$ cat src/logic/pmt_consts.vh
`ifndef PMT_CONSTS_VH
`define PMT_CONSTS_VH

// Register bus geometry
`define PMT_ADDR_W 4
`define PMT_DATA_W 8

// Register offsets
`define PMT_ADDR_COUNT 4'h0
`define PMT_ADDR_PERIOD 4'h1
`define PMT_ADDR_CONTROL 4'h2
`define PMT_ADDR_FLAG 4'h3
`define PMT_ADDR_IRQ_STATUS 4'h4
`define PMT_ADDR_IRQ_CLEAR 4'h5
`define PMT_ADDR_IRQ_ENABLE 4'h6
`define PMT_ADDR_PRE_STATE 4'h7
`define PMT_ADDR_POST_STATE 4'h8

// Reset values
`define PMT_COUNT_RST 8'h00
`define PMT_PERIOD_RST 8'hff
`define PMT_CONTROL_RST 8'h00
`define PMT_ZERO8 8'h00

// Control register fields
`define PMT_CTL_PRE_LSB 0
`define PMT_CTL_PRE_MSB 1
`define PMT_CTL_RUN 2
`define PMT_CTL_POST_LSB 3
`define PMT_CTL_POST_MSB 6
`define PMT_CTL_IMPL_MASK 8'h7f

// Peripheral flag register: match flag position
`define PMT_FLAG_BIT 1

// Interrupt status, clear and enable layout
`define PMT_EV_W 2
`define PMT_EV_POST 0
`define PMT_EV_MATCH 1
`define PMT_EV_NONE 2'h0

// Instruction clock: one tick every four oscillator clocks
`define PMT_QDIV_W 2
`define PMT_QDIV_LAST 2'h3
`define PMT_QDIV_RST 2'h0

// Prescaler codes and terminal counts
`define PMT_SCL_W 4
`define PMT_SCL_RST 4'h0
`define PMT_SCL_ONE 4'h1
`define PMT_PRE_DIV1 2'h0
`define PMT_PRE_DIV4 2'h1
`define PMT_PRE_LIM1 4'h0
`define PMT_PRE_LIM4 4'h3
`define PMT_PRE_LIM16 4'hf

`endif

$ cat src/logic/pmt_prescaler.v
`timescale 1ns/100ps
`include "pmt_consts.vh"
module pmt_prescaler (
  // Clock and reset
  input wire clk,
  input wire nrst,
  // Control
  input wire clear,
  input wire run,
  input wire tick,
  input wire [1:0] sel,
  // Result
  output wire pulse,
  output wire [`PMT_SCL_W-1:0] state
);

  reg [`PMT_SCL_W-1:0] cnt_r;
  reg [`PMT_SCL_W-1:0] limit;

  // Code 1x selects divide by 16
  always @* begin
    case (sel)
      `PMT_PRE_DIV1: limit = `PMT_PRE_LIM1;
      `PMT_PRE_DIV4: limit = `PMT_PRE_LIM4;
      default: limit = `PMT_PRE_LIM16;
    endcase
  end

  assign pulse = run & tick & ~clear & (cnt_r == limit);
  assign state = cnt_r;

  always @(posedge clk or negedge nrst) begin
    if (!nrst) begin
      cnt_r <= `PMT_SCL_RST;
    end else if (clear) begin
      cnt_r <= `PMT_SCL_RST;
    end else if (run && tick) begin
      if (pulse) begin
        cnt_r <= `PMT_SCL_RST;
      end else begin
        cnt_r <= cnt_r + `PMT_SCL_ONE;
      end
    end
  end

endmodule

$ cat src/logic/pmt_postscaler.v
`timescale 1ns/100ps
`include "pmt_consts.vh"
module pmt_postscaler (
  // Clock and reset
  input wire clk,
  input wire nrst,
  // Control
  input wire clear,
  input wire step,
  input wire [`PMT_SCL_W-1:0] sel,
  // Result
  output wire pulse,
  output wire [`PMT_SCL_W-1:0] state
);

  reg [`PMT_SCL_W-1:0] cnt_r;

  // Code n divides by n+1
  assign pulse = step & ~clear & (cnt_r == sel);
  assign state = cnt_r;

  always @(posedge clk or negedge nrst) begin
    if (!nrst) begin
      cnt_r <= `PMT_SCL_RST;
    end else if (clear) begin
      cnt_r <= `PMT_SCL_RST;
    end else if (step) begin
      if (pulse) begin
        cnt_r <= `PMT_SCL_RST;
      end else begin
        cnt_r <= cnt_r + `PMT_SCL_ONE;
      end
    end
  end

endmodule

$ cat src/logic/pmt_timer.v
// What this block does
// Timer clocked from instruction clock (clk/4) through prescaler 1, 4 or 16.
// Control bits 1-0 pick prescale: 00 by 1, 01 by 4, 1x by 16.
// Count increments once per prescaler pulse from zero, compared to period.
// On match the next increment loads zero instead of counting up.
// Each count-period match advances the postscaler once.
// Control bits 6-3 pick postscale: code n divides by n+1.
// Each postscaler output sets the match interrupt flag.
// Count and period fully read/write; reset gives count 00, period ff.
// Timer runs only while control bit 2 is one.
// Count write, control write and reset clear prescaler and postscaler.
// Writing control leaves the count value untouched.
// Match flag stays set until software writes zero to it.
// Control bit 7 reads zero and ignores writes.
`timescale 1ns/100ps
`include "pmt_consts.vh"
module pmt_timer #(
  parameter CNT_W = 8
) (
  // Clock and reset
  input wire clk,
  input wire nrst,

  // Register port
  input wire [`PMT_ADDR_W-1:0] addr,
  input wire [`PMT_DATA_W-1:0] wr_data,
  input wire wr_en,
  input wire rd_en,
  output reg [`PMT_DATA_W-1:0] rd_data,

  // Timer outputs
  output reg match_interrupt_flag,
  output reg post_pulse_out,
  output reg irq
);

  // Instruction clock divider
  reg [`PMT_QDIV_W-1:0] qdiv_r;
  wire inst_tick;

  // Software visible state
  reg [CNT_W-1:0] timer_count_r;
  reg [CNT_W-1:0] timer_count_nxt;
  reg [CNT_W-1:0] period_value_r;
  reg [`PMT_DATA_W-1:0] timer_control_r;
  reg flag_r;
  reg flag_nxt;
  reg [`PMT_EV_W-1:0] irq_status_r;
  reg [`PMT_EV_W-1:0] irq_status_nxt;
  reg [`PMT_EV_W-1:0] irq_enable_r;

  // Control fields
  wire run_bit;
  wire [1:0] prescale_select;
  wire [`PMT_SCL_W-1:0] postscale_select;

  // Write decode
  wire wr_count;
  wire wr_period;
  wire wr_control;
  wire wr_flag;
  wire wr_irq_clear;
  wire wr_irq_enable;
  wire scaler_clear;

  // Timer datapath
  wire pre_pulse;
  wire post_pulse;
  wire count_match;
  wire inc_cycle;
  wire match_pulse;
  wire [`PMT_SCL_W-1:0] pre_state;
  wire [`PMT_SCL_W-1:0] post_state;
  wire [`PMT_EV_W-1:0] events;

  // Read path
  reg [`PMT_DATA_W-1:0] rd_mux;

  // ------------------------------------------------------------------
  // Instruction clock: one tick in four oscillator clocks
  // ------------------------------------------------------------------
  always @(posedge clk or negedge nrst) begin
    if (!nrst) begin
      qdiv_r <= `PMT_QDIV_RST;
    end else begin
      qdiv_r <= qdiv_r + {{(`PMT_QDIV_W-1){1'b0}}, 1'b1};
    end
  end

  assign inst_tick = (qdiv_r == `PMT_QDIV_LAST);

  // ------------------------------------------------------------------
  // Control fields
  // ------------------------------------------------------------------
  assign run_bit = timer_control_r[`PMT_CTL_RUN];
  assign prescale_select =
    timer_control_r[`PMT_CTL_PRE_MSB:`PMT_CTL_PRE_LSB];
  assign postscale_select =
    timer_control_r[`PMT_CTL_POST_MSB:`PMT_CTL_POST_LSB];

  // ------------------------------------------------------------------
  // Write decode
  // ------------------------------------------------------------------
  assign wr_count = wr_en && (addr == `PMT_ADDR_COUNT);
  assign wr_period = wr_en && (addr == `PMT_ADDR_PERIOD);
  assign wr_control = wr_en && (addr == `PMT_ADDR_CONTROL);
  assign wr_flag = wr_en && (addr == `PMT_ADDR_FLAG);
  assign wr_irq_clear = wr_en && (addr == `PMT_ADDR_IRQ_CLEAR);
  assign wr_irq_enable = wr_en && (addr == `PMT_ADDR_IRQ_ENABLE);

  // Reset clears the scaler counters through their own reset
  assign scaler_clear = wr_count | wr_control;

  // ------------------------------------------------------------------
  // Prescaler
  // ------------------------------------------------------------------
  pmt_prescaler u_pre (
    .clk(clk),
    .nrst(nrst),
    .clear(scaler_clear),
    .run(run_bit),
    .tick(inst_tick),
    .sel(prescale_select),
    .pulse(pre_pulse),
    .state(pre_state)
  );

  // ------------------------------------------------------------------
  // Count and period comparison
  // ------------------------------------------------------------------
  assign count_match = (timer_count_r == period_value_r);

  // A stopped timer takes no increment cycles
  assign inc_cycle = pre_pulse & run_bit;

  // Match acts on the increment cycle that wraps the count
  assign match_pulse = inc_cycle & count_match;

  always @* begin
    timer_count_nxt = timer_count_r;
    if (wr_count) begin
      timer_count_nxt = wr_data[CNT_W-1:0];
    end else if (match_pulse) begin
      timer_count_nxt = {CNT_W{1'b0}};
    end else if (inc_cycle) begin
      timer_count_nxt = timer_count_r + {{(CNT_W-1){1'b0}}, 1'b1};
    end
  end

  // Control writes never reach the count
  always @(posedge clk or negedge nrst) begin
    if (!nrst) begin
      timer_count_r <= `PMT_COUNT_RST;
    end else begin
      timer_count_r <= timer_count_nxt;
    end
  end

  always @(posedge clk or negedge nrst) begin
    if (!nrst) begin
      period_value_r <= `PMT_PERIOD_RST;
    end else if (wr_period) begin
      period_value_r <= wr_data[CNT_W-1:0];
    end
  end

  // ------------------------------------------------------------------
  // Control register
  // ------------------------------------------------------------------
  always @(posedge clk or negedge nrst) begin
    if (!nrst) begin
      timer_control_r <= `PMT_CONTROL_RST;
    end else if (wr_control) begin
      timer_control_r <= wr_data & `PMT_CTL_IMPL_MASK;
    end
  end

  // ------------------------------------------------------------------
  // Postscaler
  // ------------------------------------------------------------------
  pmt_postscaler u_post (
    .clk(clk),
    .nrst(nrst),
    .clear(scaler_clear),
    .step(match_pulse),
    .sel(postscale_select),
    .pulse(post_pulse),
    .state(post_state)
  );

  // ------------------------------------------------------------------
  // Match interrupt flag
  // ------------------------------------------------------------------
  // Set wins over a clearing write in the same cycle
  always @* begin
    flag_nxt = flag_r;
    if (wr_flag && !wr_data[`PMT_FLAG_BIT]) begin
      flag_nxt = 1'b0;
    end
    if (post_pulse) begin
      flag_nxt = 1'b1;
    end
  end

  always @(posedge clk or negedge nrst) begin
    if (!nrst) begin
      flag_r <= 1'b0;
    end else begin
      flag_r <= flag_nxt;
    end
  end

  // ------------------------------------------------------------------
  // Interrupt status, clear and enable
  // ------------------------------------------------------------------
  assign events = {match_pulse, post_pulse};

  always @* begin
    irq_status_nxt = irq_status_r;
    if (wr_irq_clear) begin
      irq_status_nxt = irq_status_nxt & ~wr_data[`PMT_EV_W-1:0];
    end
    irq_status_nxt = irq_status_nxt | events;
  end

  always @(posedge clk or negedge nrst) begin
    if (!nrst) begin
      irq_status_r <= `PMT_EV_NONE;
    end else begin
      irq_status_r <= irq_status_nxt;
    end
  end

  always @(posedge clk or negedge nrst) begin
    if (!nrst) begin
      irq_enable_r <= `PMT_EV_NONE;
    end else if (wr_irq_enable) begin
      irq_enable_r <= wr_data[`PMT_EV_W-1:0];
    end
  end

  // ------------------------------------------------------------------
  // Registered outputs
  // ------------------------------------------------------------------
  always @(posedge clk or negedge nrst) begin
    if (!nrst) begin
      irq <= 1'b0;
      match_interrupt_flag <= 1'b0;
      post_pulse_out <= 1'b0;
    end else begin
      irq <= |(irq_status_r & irq_enable_r);
      match_interrupt_flag <= flag_r;
      post_pulse_out <= post_pulse;
    end
  end

  // ------------------------------------------------------------------
  // Read path
  // ------------------------------------------------------------------
  always @* begin
    rd_mux = `PMT_ZERO8;
    case (addr)
      `PMT_ADDR_COUNT: begin
        rd_mux[CNT_W-1:0] = timer_count_r;
      end
      `PMT_ADDR_PERIOD: begin
        rd_mux[CNT_W-1:0] = period_value_r;
      end
      `PMT_ADDR_CONTROL: begin
        rd_mux = timer_control_r & `PMT_CTL_IMPL_MASK;
      end
      `PMT_ADDR_FLAG: begin
        rd_mux[`PMT_FLAG_BIT] = flag_r;
      end
      `PMT_ADDR_IRQ_STATUS: begin
        rd_mux[`PMT_EV_W-1:0] = irq_status_r;
      end
      `PMT_ADDR_IRQ_ENABLE: begin
        rd_mux[`PMT_EV_W-1:0] = irq_enable_r;
      end
      `PMT_ADDR_PRE_STATE: begin
        rd_mux[`PMT_SCL_W-1:0] = pre_state;
      end
      `PMT_ADDR_POST_STATE: begin
        rd_mux[`PMT_SCL_W-1:0] = post_state;
      end
      default: begin
        rd_mux = `PMT_ZERO8;
      end
    endcase
  end

  // Read data stands for exactly one cycle
  always @(posedge clk or negedge nrst) begin
    if (!nrst) begin
      rd_data <= `PMT_ZERO8;
    end else if (rd_en) begin
      rd_data <= rd_mux;
    end else begin
      rd_data <= `PMT_ZERO8;
    end
  end

endmodule

$ cat config.mk
export PLATFORM = sky130hd
export DESIGN_NAME = pmt_timer
export DESIGN_NICKNAME = d
export VERILOG_FILES = /design/src/logic/pmt_prescaler.v /design/src/logic/pmt_postscaler.v /design/src/logic/pmt_timer.v
export VERILOG_INCLUDE_DIRS = /design/src /design/src/logic
export SDC_FILE = /design/constraint.sdc
export NUM_CORES = 1
export LEC_CHECK = 0
export BUFFER_PORTS_ARGS = -buffer_cell sky130_fd_sc_hd__buf_2
export CAP_MARGIN = 10
export CORE_MARGIN = 5
export CORE_UTILIZATION = 59
export DETAILED_ROUTE_END_ITERATION = 16
export PLACE_DENSITY_LB_ADDON = 0.15
export SYNTH_ARGS = -nofsm -noshare
export SYNTH_HDL_FRONTEND = slang
export SYNTH_SLANG_ARGS = --single-unit
$ cat constraint.sdc
create_clock -name clk -period 2.5 [get_ports clk]
set_clock_uncertainty 0.1 [all_clocks]
set_input_delay 0.125 -clock clk [delete_from_list [all_inputs] [get_ports clk]]
set_output_delay 0.125 -clock clk [all_outputs]
set_load 0.03 [all_outputs]
## After elaboration in Yosys (flattened, before gate mapping)

Index checks and enable logic that the tools add are counted.

- Output and inout bits: 11
- Word-level logic and storage cells: 77
- Flip-flop bits (word level): 49
- Bits of input ports: 16

- $add $sub $neg: 4
- Eq/ne operators: 13
- Bitwise gates (word level): 13
- Mux-type cells: 18
- Reductions and logical operators: 16

Operator list:

| cell | count |
|---|---|
| 2-to-1 mux 8 bit | 4 |
| 2-to-1 mux 4 bit | 6 |
| == test 4 x 3 -> 1 bit (second input constant) | 4 |
| case mux 4 bit (3 select lines) | 1 |
| case mux 2 bit (5 select lines) | 1 |
| adder 4 x 1 -> 4 bit (second input constant) | 2 |
| adder 8 x 1 -> 8 bit (second input constant) | 1 |
| == test 4 x 2 -> 1 bit (second input constant) | 2 |
| == test 4 bit | 2 |
| == test 8 bit | 1 |
| logical AND 1 bit | 8 |
| case mux 1 bit (8 select lines) | 1 |
| case mux 4 bit (2 select lines) | 1 |
| bitwise AND 1 bit | 7 |
| case mux 1 bit (7 select lines) | 1 |
| nonzero test 2 bit | 3 |
| bitwise AND 2 bit | 2 |
| == test 4 x 1 -> 1 bit (second input constant) | 1 |
| == test 4 bit (second input constant) | 1 |
| logical NOT 4 bit | 1 |
| nonzero test 3 bit | 1 |
| adder 2 x 1 -> 2 bit (second input constant) | 1 |
| == test 2 x 1 -> 1 bit (second input constant) | 1 |
| == test 2 bit (second input constant) | 1 |
| other kinds (9) | 10 |

## Depth between registers and ports, before layout

- Depth after elaboration: 13
- Gate-level depth with buffers: 7
- Gate-level depth less buffers: 6

## By module

Synthesis repeated with hierarchy kept, for this count alone.

- Cells, all modules: 274
- Area total of the unflattened synthesis: 2752.6 um2

Modules (own cells, without submodules):

| module | instances | area each (um2) | sequential area each (um2) | cells each |
|---|---|---|---|---|
| pmt_timer | 1 | 2227.1 | 1036.0 | 216 |
| pmt_postscaler | 1 | 266.5 | 100.1 | 28 |
| pmt_prescaler | 1 | 259.0 | 100.1 | 30 |

## Worst setup path before layout

Ideal clock, no wire load.

- Kind: register to register
- Start point: register u_pre.cnt_r[0] (netlist: u_pre.state[0])
- End point: register timer_count_r[0]
- Path buffers: 1
- Period minus slack after synthesis: 1739 ps
- Cell stages (with the launch flop): 7
- Required time: 2274 ps
- Setup slack: 761 ps
- Arrival time: 1513 ps
- Cells stage by stage: dfrtp_1 > or3_4 > a21oi_4 > o21a_1 > buf_6 > nor3_1 > a221o_1

- Word-level cells in the longest chain between the ends: 6
- Elaborated cells on any way between the ends: 7
- Those cells by class: 1 x eq/ne; 2 x mux; 3 x bitwise; 1 x reduce/logical

RTL lines:

| item | RTL line | RTL |
|---|---|---|
| from (decl) | pmt_prescaler.v:17 | `` reg [`PMT_SCL_W-1:0] cnt_r; `` |
| from (signal assigned) | pmt_prescaler.v:34 | `` cnt_r <= `PMT_SCL_RST; `` |
| from (signal assigned) | pmt_prescaler.v:36 | `` cnt_r <= `PMT_SCL_RST; `` |
| from (signal assigned) | pmt_prescaler.v:39 | `` cnt_r <= `PMT_SCL_RST; `` |
| == test 4 bit * | pmt_prescaler.v:29 | `assign pulse = run & tick & ~clear & (cnt_r == limit);` |
| bitwise AND 1 bit * | pmt_prescaler.v:29 |  |
| bitwise AND 1 bit * | pmt_timer.v:134 | `assign inc_cycle = pre_pulse & run_bit;` |
| bitwise AND 1 bit | pmt_timer.v:137 | `assign match_pulse = inc_cycle & count_match;` |
| 2-to-1 mux 8 bit | pmt_timer.v:143 | `end else if (match_pulse) begin` |
| 2-to-1 mux 8 bit | pmt_timer.v:141 | `if (wr_count) begin` |
| to (signal assigned) | pmt_timer.v:153 | `` timer_count_r <= `PMT_COUNT_RST; `` |
| to (signal assigned) | pmt_timer.v:155 | `timer_count_r <= timer_count_nxt;` |
| to (decl) | pmt_timer.v:42 | `reg [CNT_W-1:0] timer_count_r;` |

Every way passes the cells marked *; elsewhere a longest branch is shown, timed or not.
A chain may end at the register's enable or synchronous reset.

## Worst setup path in the final report

- Start point: register u_pre.cnt_r[0] (netlist: u_pre.state[0])
- End point: register u_post.cnt_r[3] (netlist: u_post.state[3])

- Word-level cells in the longest chain between the ends: 9
- Elaborated cells on any way between the ends: 10
- Those cells by class: 1 x eq/ne; 3 x mux; 5 x bitwise; 1 x reduce/logical

RTL lines:

| item | RTL line | RTL |
|---|---|---|
| == test 4 bit * | pmt_prescaler.v:29 |  |
| bitwise AND 1 bit * | pmt_prescaler.v:29 |  |
| bitwise AND 1 bit * | pmt_timer.v:134 |  |
| bitwise AND 1 bit * | pmt_timer.v:137 |  |
| bitwise AND 1 bit (2 in series) | pmt_postscaler.v:19 | `assign pulse = step & ~clear & (cnt_r == sel);` |
| 2-to-1 mux 4 bit | pmt_postscaler.v:28 | `if (pulse) begin` |
| 2-to-1 mux 4 bit | pmt_postscaler.v:27 | `end else if (step) begin` |
| 2-to-1 mux 4 bit | pmt_postscaler.v:25 | `end else if (clear) begin` |
| to (signal assigned) | pmt_postscaler.v:24 | `` cnt_r <= `PMT_SCL_RST; `` |
| to (signal assigned) | pmt_postscaler.v:26 | `` cnt_r <= `PMT_SCL_RST; `` |
| to (signal assigned) | pmt_postscaler.v:29 | `` cnt_r <= `PMT_SCL_RST; `` |
| to (decl) | pmt_postscaler.v:16 | `` reg [`PMT_SCL_W-1:0] cnt_r; `` |

Every way passes the cells marked *; elsewhere a longest branch is shown, timed or not. The select of a mux whose other input is x is not followed.

==> flow_summary.yaml <==
logic_synthesis:
  ys_ff_latch: 49
  synthDistinctLibCells: 54
  postSynthCellCount: 270
  synth.area.top_cells: "dfrtp_1 (37%), mux2_2 (8.6%), dfstp_2 (7.6%), nand2_1 (4.1%), nand3_1 (4.0%)"
  avgSynthCellArea_um2: 10.19
  synth_ff_type: "dfrtp_1"
  async_reset_ff_share_pct: 100.0
  syn_area_mm2: 0.002750
  seq_area_frac_synth_pct: 44.95
  yosysWarnings: 0
  synth_nets: 290
  synth_edf_count: 0
  yosysTopAreaCellShare_pct: 37.31
  synth_top_area_cell: "dfrtp_1"
route:
  vias_per_cell: 6.241
  num_vias: 2228
  drt_first_iter_violations: 136
  drt_wl_total_um: 6367
  drc_errors: 0
  ant_nets: 0
  wire_per_inst_um: 17.83
  drtPass1Iterations: 4
sta:
  rsz0062_at_grt: "false"
  slew_headroom_pct: 32.23
  tns_ns: 0
  worst_pin_slew_ns: 1.016
  final_max_slew_viol_count: 0
  hold_violations: 0
  whs_ns: 0.05311
  period_minus_slack_ns: 2.093
  setup_viol: 0
  fmax_ghz: 0.4777
  fin_crit_sh_pct: 83.74
global_routing:
  grt_use_total_pct: 22.08
  grt_pass1_vias: 2240
  grt_max_degree: 48
  grt_antenna_before_repair: 0
  overflow: 0
  grt_pass1_wl_um: 10710
clock_network:
  hold_buffers: 8
  htreeDepth: 2
  root_buffer: "clkbuf_8"
  cts_setup_buffers: 0
  cts_resized: 0
  clockBufferDepth: 2
  numCtsBuffers: 5
  cts_tree: "done"
  clock_sinks: 49
  clk_latency_ns: 0.30
  clkTransAtPathRegs_ns: 0.09
final_layout:
  post-route-util_pct: 69.23
  nets: 324
  n_fill_cell: 343
  drive_gt1_share_pct: 28.20
  syn2layout_area_growth_pct: 11.87
  layout_common_cells: "dfrtp_1 (41), nand2_1 (30), buf_2 (26)"
  layout_commonest_cell: "dfrtp_1"
  antennaDiodeCount: 0
  fin_cells: 357
floorplanning:
  die_h_um: 78.28
  initial_utilization_pct: 61.88
  pin_count: 27
  die_area_mm2: 0.006127
  die_w_um: 78.28
  core_mm2: 0.004444
  rows: 24
critical_path:
  worstPathRequired_ns: 2.63
  arrival_ns: 2.23
  cpMaxStageDelayCell: "a2111oi_0"
  crit_chain: "or3_4 -> a21oi_4 -> o21ai_2 -> a2111oi_0 -> a21o_1"
  cp.depth: 5
  critPathBufInv: 0
  critical_path.endpoint_type: "register"
  criticalPathCategory: "reg -> reg"
  critical_path.max_fanout: 14
  cp_slowest_stage_delay_ns: 0.51
  start_kind: "register"
  worstRegToRegCells: 5
  path_delay_family: "compound AO/OA/AOI/OAI gates"
  r2r_slack_ns: 0.41
power_and_ir_drop:
  peakVddDrop_v: 0.0005860
  power_mw: 2.205
  total_leakage_power_nw: 1.414
  p_per_area_mw_per_mm2: 716.7
hold_path:
  holdPathStages: 2
  hp-class: "in -> reg"
run:
  maxCapViolations: 0
placement:
  port_buffers: 26
  dpl.hpwl_um: 4604
  placed_cells: 341
  routabilityCongestion: 0.8599
run_status:
  status: "completed"
[flip-flops by register name, summed over array words and instances, names as in the netlist]
| signal | flops |
|---|---|
| qdiv_r | 2 |
| flag_r | 1 |
| irq | 1 |
| u_post.state | 4 |
| post_pulse_out | 1 |
| period_value_r | 8 |
| timer_count_r | 8 |
| irq_enable_r | 2 |
| irq_status_r | 2 |
| timer_control_r | 7 |
| u_pre.state | 4 |
| rd_data | 8 |
| match_interrupt_flag | 1 |
[worst paths after layout]
path | startpoint | to
max reg2reg | u_pre.state[0] | u_post.state[3]
min in group asynchronous | nrst | u_pre.state[1]
min reg2reg | flag_r | match_interrupt_flag
min | wr_data[0] | irq_enable_r[0]
max | u_pre.state[0] | u_post.state[3]
max in group asynchronous | nrst | period_value_r[2]
[cells by family after synthesis]
family	share of synthesized area, %
compound gates	13.24
xor+xnor	4.140
fa+ha+maj	1.820
buf+inv	2.775
flops	44.95
mux	10.78
simple gates	22.29
[where the power goes]
part           internal, mW  total (mW)  switching, mW
sequential            0.957        1.16          0.206
clock                 0.194       0.454          0.261
combinational         0.304       0.588          0.284
total                  1.45        2.21          0.750
[Yosys cell counts, drive strengths merged, types with 2 or more instances]
cell type / number
o211ai: 2
a2111oi: 2
and3: 7
mux2: 21
o21ai: 4
nor2: 22
a211o: 3
xnor2: 8
nor4: 2
nand2: 30
nor3: 5
o221a: 2
clkbuf: 4
buf: 7
nand3: 22
nand3b: 2
mux2i: 6
a21o: 5
xor2: 5
or3: 4
a21oi: 15
nor2b: 3
o21a: 3
inv: 3
dfstp: 8
o22ai: 3
ha: 4
dfrtp: 41
a32oi: 4
nand2b: 3
a221o: 2
nand4: 2
or2: 5
nor4b: 3
and2: 2
[per-stage QoR]
step,worst slack (ns),cell area (µm²)
2_1_floorplan,0.7609,2750
3_3_place_gp,0.5096,2910
3_5_place_dp,0.4504,2910
4_1_cts,0.4220,3077
5_1_grt,0.3179,3077
6_report,0.4066,3077
[worst register-to-register path, stage by stage (launching register included)]
cell and delay, ns:
dfrtp_1 0.46, or3_4 0.41, a21oi_4 0.19, o21ai_2 0.23, a2111oi_0 0.52, a21o_1 0.13
[layout make-up]
type                            instances  area, µm²  area share, %
Multi-Input combinational cell        207       1438          46.73
Sequential cell                        49       1236          40.18
Timing Repair Buffer                   38      240.2          7.808
Clock buffer                            5      68.82          2.237
Tap cell                               52      65.06          2.115
Clock inverter                          3      17.52         0.5693
Inverter                                3      11.26         0.3660
[routing by layer]
layer  track usage (%)  up-vias  wire (µm)
met5                 0        -          0
met4             8.566        0        141
met3             4.348       11        408
met2             36.47       93       3102
met1             28.76     1079       2714
li1                  -     1045          -
No activity file was read; power rests on OpenSTA's default activity.
